File: src/efs_regs.svh
// Purpose: Register map, field positions, reset values and timing figures of the framer event block
// Assumes: 32-bit AHB-Lite data, one register per aligned word, byte address is four times the index
// Notes: Status registers clear on read, masks and control are read-write
// Contract
// Receive multiframe sets status bit seven
// That bit means receive signaling readable
// Receive align frame start sets bit six
// That bit means new spare bits captured
// Transmit multiframe boundary sets bit five
// That bit means transmit signaling needs refresh
// Timer bit four: second or 62.5ms
// Receive CRC4 multiframe sets bit one
// CRC4 off: free 2ms boundary instead
// First mask gates eight receive alarms
// Second mask gates timing status bits
// Interrupt while any enabled flag set
// Transmit align frame start sets bit three
`ifndef EFS_REGS_SVH
`define EFS_REGS_SVH

// Register indices (byte address = index * 4)
`define EFS_IDX_ALARM_STATUS   8'h06
`define EFS_IDX_TIMING_STATUS  8'h07
`define EFS_IDX_ALARM_MASK     8'h16
`define EFS_IDX_TIMING_MASK    8'h17
`define EFS_IDX_CONTROL        8'h1a

// Reset values
`define EFS_RST_STATUS         8'h00
`define EFS_RST_MASK           8'h00
`define EFS_RST_CONTROL        8'h00

// Timing status bit positions
`define EFS_BIT_RX_MF          7
`define EFS_BIT_RX_ALIGN       6
`define EFS_BIT_TX_MF          5
`define EFS_BIT_TIMER          4
`define EFS_BIT_TX_ALIGN       3
`define EFS_BIT_TX_CLK_LOST    2
`define EFS_BIT_RX_CRC_MF      1
`define EFS_BIT_TX_SLIP        0

// Control register bit positions
`define EFS_BIT_INTERVAL_SEL   7
`define EFS_BIT_CRC4_ENABLE    0

// Timing figures
`define EFS_MCLK_NS            10
`define EFS_SECOND_NS          1000000000
`define EFS_SHORT_INTERVAL_NS  62500000
`define EFS_CRC_FREE_NS        2000000

`endif

File: src/efs_pkg.sv
// Purpose: Shared types of the framer event block
// Assumes: Nothing beyond the register header
// Notes: Register contents are one byte wide
package efs_pkg;
  typedef logic [7:0] efs_byte_t;
  typedef logic [26:0] efs_count_t;
endpackage

File: src/efs_tick_if.sv
// Purpose: Carries run, select and tick between the top and an interval timer
// Assumes: One clock domain
// Notes: Tick is a one-cycle pulse
`timescale 1ns/1ns
interface efs_tick_if;
  logic run;
  logic sel;
  logic tick;
  modport timer (input run, input sel, output tick);
  modport user  (output run, output sel, input tick);
endinterface

File: src/efs_event_irq.sv
// Purpose: Framer event status, receive alarm status, two interrupt masks and one interrupt line
// Assumes: Event inputs are one-cycle pulses synchronous to mclk
// Notes: Status registers clear on read; an event in the clearing cycle survives
//
// The AHB-Lite slave port was decided locally.
`timescale 1ns/1ns
`include "efs_regs.svh"
module efs_event_irq #(
  parameter int SECOND_CYCLES   = `EFS_SECOND_NS / `EFS_MCLK_NS,
  parameter int SHORT_CYCLES    = `EFS_SHORT_INTERVAL_NS / `EFS_MCLK_NS,
  parameter int CRC_FREE_CYCLES = `EFS_CRC_FREE_NS / `EFS_MCLK_NS
) (
  // Clock and reset
  input  wire logic         mclk,
  input  wire logic         nrst,
  // AHB-Lite slave
  input  wire logic         hsel,
  input  wire logic [31:0]  haddr,
  input  wire logic [1:0]   htrans,
  input  wire logic         hwrite,
  input  wire logic [2:0]   hsize,
  input  wire logic [31:0]  hwdata,
  input  wire logic         hready,
  output logic              hreadyout,
  output logic              hresp,
  output logic [31:0]       hrdata,
  // Framer timing events
  input  wire logic         rxMfPulse,
  input  wire logic         rxAlignPulse,
  input  wire logic         txMfPulse,
  input  wire logic         txAlignPulse,
  input  wire logic         rxCrcMfPulse,
  input  wire logic         txClockLostPulse,
  input  wire logic         txSlipPulse,
  // Receive alarm events, same layout as the alarm mask
  input  wire logic [7:0]   rxAlarmPulse,
  // Interrupt
  output logic              irq
);
  logic                rstSync1_reg;
  logic                rstN;
  logic                rdPend_reg;
  logic                wrPend_reg;
  logic [7:0]          wrIdx_reg;
  logic [7:0]          addrIdx;
  logic                accept;
  logic                rdAccept;
  logic                wrData;
  efs_pkg::efs_byte_t  timingStatus_reg;
  efs_pkg::efs_byte_t  timingStatus_next;
  efs_pkg::efs_byte_t  alarmStatus_reg;
  efs_pkg::efs_byte_t  alarmStatus_next;
  efs_pkg::efs_byte_t  alarmMask_reg;
  efs_pkg::efs_byte_t  timingMask_reg;
  efs_pkg::efs_byte_t  control_reg;
  efs_pkg::efs_byte_t  timingSet;
  efs_pkg::efs_byte_t  timingClr;
  efs_pkg::efs_byte_t  alarmClr;
  efs_pkg::efs_byte_t  rdMux;
  logic                crc4Enable;
  logic                crcEvent;
  logic                irq_reg;

  efs_tick_if secIf ();
  efs_tick_if crcIf ();

  // Reset release through two flops
  always_ff @(posedge mclk or negedge nrst) begin
    if (!nrst) begin
      rstSync1_reg <= 1'b0;
      rstN         <= 1'b0;
    end else begin
      rstSync1_reg <= 1'b1;
      rstN         <= rstSync1_reg;
    end
  end

  // interval timer select
  assign secIf.run = 1'b1;
  assign secIf.sel = control_reg[`EFS_BIT_INTERVAL_SEL];

  efs_interval_timer #(
    .PERIOD_LONG  (SECOND_CYCLES),
    .PERIOD_SHORT (SHORT_CYCLES)
  ) u_secTimer (
    .clk  (mclk),
    .rstN (rstN),
    .tk   (secIf.timer)
  );

  // free boundary only without CRC4
  assign crc4Enable = control_reg[`EFS_BIT_CRC4_ENABLE];
  assign crcIf.run  = ~crc4Enable;
  assign crcIf.sel  = 1'b0;

  efs_interval_timer #(
    .PERIOD_LONG  (CRC_FREE_CYCLES),
    .PERIOD_SHORT (CRC_FREE_CYCLES)
  ) u_crcTimer (
    .clk  (mclk),
    .rstN (rstN),
    .tk   (crcIf.timer)
  );

  // CRC4 boundary source
  assign crcEvent = crc4Enable ? rxCrcMfPulse : crcIf.tick;

  // Bus decode; zero wait states, always OKAY
  assign hreadyout = 1'b1;
  assign hresp     = 1'b0;
  assign addrIdx   = haddr[9:2];
  assign accept    = hsel & htrans[1] & hready;
  assign rdAccept  = accept & ~hwrite;
  assign wrData    = wrPend_reg & hready;

  always_ff @(posedge mclk or negedge rstN) begin
    if (!rstN) begin
      rdPend_reg <= 1'b0;
      wrPend_reg <= 1'b0;
      wrIdx_reg  <= 8'h00;
    end else if (hready) begin
      rdPend_reg <= rdAccept;
      wrPend_reg <= accept & hwrite;
      wrIdx_reg  <= addrIdx;
    end
  end

  // Read data captured at the address phase so the data phase has it at once
  always_comb begin
    rdMux = 8'h00;
    case (addrIdx)
      `EFS_IDX_ALARM_STATUS:  rdMux = alarmStatus_reg;
      `EFS_IDX_TIMING_STATUS: rdMux = timingStatus_reg;
      `EFS_IDX_ALARM_MASK:    rdMux = alarmMask_reg;
      `EFS_IDX_TIMING_MASK:   rdMux = timingMask_reg;
      `EFS_IDX_CONTROL:       rdMux = control_reg;
      default:                rdMux = 8'h00;
    endcase
  end

  always_ff @(posedge mclk or negedge rstN) begin
    if (!rstN) begin
      hrdata <= 32'h0;
    end else if (rdAccept) begin
      hrdata <= {24'h0, rdMux};
    end
  end

  // Mask and control writes in the data phase
  always_ff @(posedge mclk or negedge rstN) begin
    if (!rstN) begin
      alarmMask_reg  <= `EFS_RST_MASK;
      timingMask_reg <= `EFS_RST_MASK;
      control_reg    <= `EFS_RST_CONTROL;
    end else if (wrData) begin
      case (wrIdx_reg)
        `EFS_IDX_ALARM_MASK:  alarmMask_reg  <= hwdata[7:0];
        `EFS_IDX_TIMING_MASK: timingMask_reg <= hwdata[7:0];
        `EFS_IDX_CONTROL:     control_reg    <= hwdata[7:0];
        default:              control_reg    <= control_reg;
      endcase
    end
  end

  // Event sources of the timing status bits
  always_comb begin
    timingSet = 8'h00;
    // receive signaling ready
    timingSet[`EFS_BIT_RX_MF] = rxMfPulse;
    // spare bits captured
    timingSet[`EFS_BIT_RX_ALIGN] = rxAlignPulse;
    // transmit signaling refresh
    timingSet[`EFS_BIT_TX_MF] = txMfPulse;
    // interval timer tick
    timingSet[`EFS_BIT_TIMER] = secIf.tick;
    // transmit align frame
    timingSet[`EFS_BIT_TX_ALIGN] = txAlignPulse;
    timingSet[`EFS_BIT_TX_CLK_LOST] = txClockLostPulse;
    // CRC4 multiframe
    timingSet[`EFS_BIT_RX_CRC_MF] = crcEvent;
    timingSet[`EFS_BIT_TX_SLIP] = txSlipPulse;
  end

  // Clear on read, set wins over clear
  assign timingClr         = (rdAccept && addrIdx == `EFS_IDX_TIMING_STATUS) ? 8'hff : 8'h00;
  assign alarmClr          = (rdAccept && addrIdx == `EFS_IDX_ALARM_STATUS) ? 8'hff : 8'h00;
  assign timingStatus_next = (timingStatus_reg & ~timingClr) | timingSet;
  assign alarmStatus_next  = (alarmStatus_reg & ~alarmClr) | rxAlarmPulse;

  always_ff @(posedge mclk or negedge rstN) begin
    if (!rstN) begin
      timingStatus_reg <= `EFS_RST_STATUS;
      alarmStatus_reg  <= `EFS_RST_STATUS;
    end else begin
      timingStatus_reg <= timingStatus_next;
      alarmStatus_reg  <= alarmStatus_next;
    end
  end

  // masked interrupt level
  always_ff @(posedge mclk or negedge rstN) begin
    if (!rstN) begin
      irq_reg <= 1'b0;
    end else begin
      irq_reg <= |(alarmStatus_next & alarmMask_reg) | |(timingStatus_next & timingMask_reg);
    end
  end

  assign irq = irq_reg;
endmodule

File: src/efs_interval_timer.sv
// Purpose: Free-running interval divider giving a one-cycle tick at one of two periods
// Assumes: Periods of at least two cycles, below 2**27
// Notes: Counter restarts while run is low
`timescale 1ns/1ns
module efs_interval_timer #(
  parameter int PERIOD_LONG  = 100000000,
  parameter int PERIOD_SHORT = 6250000
) (
  // Clock and reset
  input  wire logic  clk,
  input  wire logic  rstN,
  // Control and tick
  efs_tick_if.timer  tk
);
  efs_pkg::efs_count_t cnt_reg;
  efs_pkg::efs_count_t lastCount;

  assign lastCount = tk.sel ? 27'(PERIOD_SHORT - 1) : 27'(PERIOD_LONG - 1);

  always_ff @(posedge clk or negedge rstN) begin
    if (!rstN) begin
      cnt_reg <= 27'h0;
      tk.tick <= 1'b0;
    end else if (!tk.run) begin
      cnt_reg <= 27'h0;
      tk.tick <= 1'b0;
    end else if (cnt_reg >= lastCount) begin
      // Also catches a count left above a newly shortened period
      cnt_reg <= 27'h0;
      tk.tick <= 1'b1;
    end else begin
      cnt_reg <= cnt_reg + 27'h1;
      tk.tick <= 1'b0;
    end
  end
endmodule

File: config.mk
export PLATFORM = sky130hd
export DESIGN_NAME = efs_event_irq
export DESIGN_NICKNAME = d
export VERILOG_FILES = /design/src/efs_pkg.sv /design/src/efs_tick_if.sv /design/src/efs_event_irq.sv /design/src/efs_interval_timer.sv
export VERILOG_INCLUDE_DIRS = /design/src
export SDC_FILE = /design/constraint.sdc
export NUM_CORES = 1
export LEC_CHECK = 0
export BUFFER_PORTS_ARGS = -buffer_cell sky130_fd_sc_hd__buf_2
export CAP_MARGIN = 5
export CORE_UTILIZATION = 49
export DETAILED_ROUTE_END_ITERATION = 10
export GPL_ROUTABILITY_DRIVEN = 0
export PLACE_DENSITY = 0.78
export SLEW_MARGIN = 20
export SYNTH_ARGS = -nofsm -noshare
export SYNTH_HDL_FRONTEND = slang
export SYNTH_SLANG_ARGS = --single-unit
File: constraint.sdc
create_clock -name mclk -period 5.55 [get_ports mclk]
set_input_delay 1.11 -clock mclk [delete_from_list [all_inputs] [get_ports mclk]]
set_output_delay 1.11 -clock mclk [all_outputs]
set_load 0.05 [all_outputs]
==> impl_summary.log <==
[metrics] ratio of total power to cell area: 308 nW/um^2
[metrics] wire length on met3: 646 microns
[metrics] number of antenna violations at the first check in global routing: 1
[metrics] worst hold path class: reg -> reg
[metrics] mean routed wirelength per cell: 16.3 microns
[metrics] Mapped Area: slightly below 6000 sq um
[metrics] critical path startpoint category: input port
[metrics] crit share post-route: 59.5%
[metrics] total of fill cells in the finished design: ~900
[metrics] fraction of final layout cells with drive strength greater than 1: 18.6%
[metrics] Residual DRC: 0
[metrics] Max FO, Critical Path: 11
[metrics] number of placed instances with taps included: 730
[metrics] register-to-register setup slack: 2.68 ns
[metrics] CTS Root Buffer Type: clkbuf_16
[metrics] Global Route Usage Sum: 21.8%
[metrics] detailed-placement wirelength estimate: slightly above 8 mm
[metrics] synthesized area per cell: 10.6 sq um
[metrics] detailed-route wire length on metal 1: 5.32 mm
[metrics] Relative slew margins: approximately 33%
[metrics] Vias per Instance: 5.69
[metrics] number of global-route vias before repair: 4334
[metrics] post-layout net count: 713
[metrics] clock insertion delay at the later pin of the skew report: approximately 0.42 ns
[metrics] library cells used by synthesis: 52
[metrics] fmax: approximately 0.3 GHz
[metrics] total grt overflow: 0
[metrics] count of yosys warnings during synthesis: 0
[metrics] RSZ-0062 raised after global routing: false
[metrics] Die Wd: 111 microns
[metrics] wire length of the first global-routing pass: around 21 mm
[metrics] Critical Path Sink Type: register
[metrics] number of standard cells in the final layout excluding fillers: 761
[metrics] count of standard-cell rows: 39
[metrics] clock tree from TritonCTS: done
[metrics] Worst-Margin Slew: 1.01 ns
[metrics] Critical Path Most Common Cell: or4_1
[metrics] final routed wirelength across all metal layers: 12.4 mm
[metrics] synthesized netlist cell count: between 500 and 600
[metrics] Worst Path Class, Setup: in -> reg
[metrics] Yosys reg bits: about 120
[metrics] most instantiated flip-flop cell in the synthesis netlist: dfrtp_1
[metrics] ANT cells: 0
[metrics] overall die height: 111 microns
[metrics] critical-path cell with the highest stage delay: or4_1
[metrics] setup ws final: 2.25 ns
[metrics] initial standard-cell utilization of the core: 50.4%
[metrics] list of cells traversed by the critical path: buf_2, or4_1, or3_1, a21o_1, a221o_1, or4_1
[metrics] number of endpoints failing setup at the final stage: 0
[metrics] total of hold buffers inserted after clock tree synthesis: 0
[metrics] H-tree lvl count: 4
[metrics] final worst path period need: around 3.3 ns
[metrics] required time worst endpoint: 5.84 ns
[metrics] Fin Hold WS: 0.355 ns
[metrics] Placeable Area: 11500 sq um
[metrics] count of clock tree sinks: between 100 and 150
[metrics] vias after detailed routing: 4329
[metrics] setup TNS: 0 ns
[metrics] peak ir drop on the vdd network: about 0.27 mV
[metrics] async set or reset register ratio after synthesis: 100%
[metrics] number of I/O pins: 124
[metrics] share of the yosys chip area belonging to registers: 50.2%
[metrics] # port buffers: 45
[metrics] arrival time of the worst setup path: about 3.6 ns
[metrics] iteration count of the initial detailed-routing pass: 6
[metrics] clock-pin slew on the worst setup and hold paths: 0.05 ns
[metrics] post-route clock skew: 0.00926 ns
[metrics] top layer used by detailed routing: met5
[metrics] result of the run: complete, no violations
[metrics] CP max stage delay: 0.73 ns
[metrics] largest net degree at the start of global routing: between 60 and 70
[metrics] Slew Viols, Final: 0
[metrics] number of flops mapped to enable cells by yosys: 0
[metrics] number of violations of the max-capacitance limit: 0
[metrics] routed length on met2: 6.22 mm
[metrics] commonest non-fill, non-tap cells in the layout: 115 x dfrtp_1, 54 x nor2_1, 45 x buf_2, 36 x conb_1, 31 x mux2_2
[metrics] overall die area: 12200 sq um
[metrics] count of cells resized by post-cts repair: 0
[metrics] maximum count of clock buffers along a single path: 2
[metrics] drt first-iter violations: 495
[metrics] Layout Area Growth over Synthesis: 15.1%
[metrics] reported leakage power: 2.96 nW
[metrics] worst setup slack before clock tree synthesis: 1.82 ns
[metrics] total clock buffers created by CTS: 17
[metrics] number of post-CTS setup repair buffers: 0
[metrics] final hold vios: 0
[metrics] leading cell type in the layout, fill and taps excluded: dfrtp_1
[metrics] remaining number of nets flagged by the antenna check after routing: 0
## per-stage QoR
stage          power, mW  cell area (sq um)  utilization, %
3_5_place_dp        1.02               6100            53.2
6_report            2.05               6660            58.0
3_3_place_gp        1.01               6100            53.2
4_1_cts             2.06               6660            58.0
2_1_floorplan      0.997               5910               -
5_1_grt             2.11               6660            58.0
## cell families (layout without fill, tap and decap cells)
family | after synthesis | after routing | share of synthesized area, %
DFF | 116 | 116 | 50.2
buffers and inverters | 60 | 98 | 5.63
and+or+nand+nor | 187 | 187 | 17.1
muxes | 32 | 32 | 6.21
adders and majority gates | 18 | 18 | 3.90
AOI/OAI and AO/OA | 92 | 92 | 10.9
xor gates and xnor gates | 39 | 39 | 5.91
other | 2 | 36 | 0.130
## cell type report
cell class	instances	area (sq um)	share of cell area (%)
clock buffers	21	450	6.77
clock inverters	10	109	1.64
inverters	18	67.6	1.02
multi-input cells	404	2690	40.4
flip-flops and latches	116	2910	43.7
well taps	143	179	2.69
repair buffers	49	255	3.84
## synthesized netlist by cell type (8+ instances only)
cell type | n | area [sq um]
inv_1 | 18 | 67.6
buf_4 | 26 | 195
a21oi_1 | 15 | 75.1
a222oi_1 | 8 | 80.1
o21ai_0 | 18 | 90.1
nor3_1 | 16 | 80.1
xnor2_1 | 27 | 236
nand2_1 | 28 | 105
nor3b_1 | 13 | 97.6
mux2_2 | 31 | 349
a22oi_1 | 8 | 60.1
a21o_1 | 18 | 135
nor2_1 | 54 | 203
dfrtp_1 | 116 | 2900
nand3_1 | 21 | 105
ha_1 | 18 | 225
xor2_1 | 12 | 105
clkbuf_1 | 13 | 48.8
nand4_1 | 15 | 93.8
## metal layers
metal | GRT usage [%] | up-vias
met2 | 35.9 | 126
met4 | 10.1 | 2
met3 | 6.15 | 22
met1 | 26.5 | 2150
li1 | - | 2029
met5 | 0 | -
## worst paths after layout
check,to,depth (start not counted),from
setup / recovery,irq,6,haddr[7]
hold / removal,rstN,0,rstSync1_reg
setup reg to reg,u_secTimer.cnt_reg[0],7,control_reg[7]
hold reg to reg,rstN,0,rstSync1_reg
max in group asynchronous,alarmMask_reg[6],1,rstN
min in group asynchronous,u_secTimer.cnt_reg[20],0,rstN
## worst max-delay path, delay by kind of cell
family,cells,cell delay [ns]
compound gates,2,0.58
buf+inv,1,0.11
simple gates,3,1.78
## where the power goes
part / switching, mW / internal, mW
clock network: 0.377 / 0.664
logic: 0.0878 / 0.0336
registers: 0.0195 / 0.865
Power figures use the tool's default switching activity.
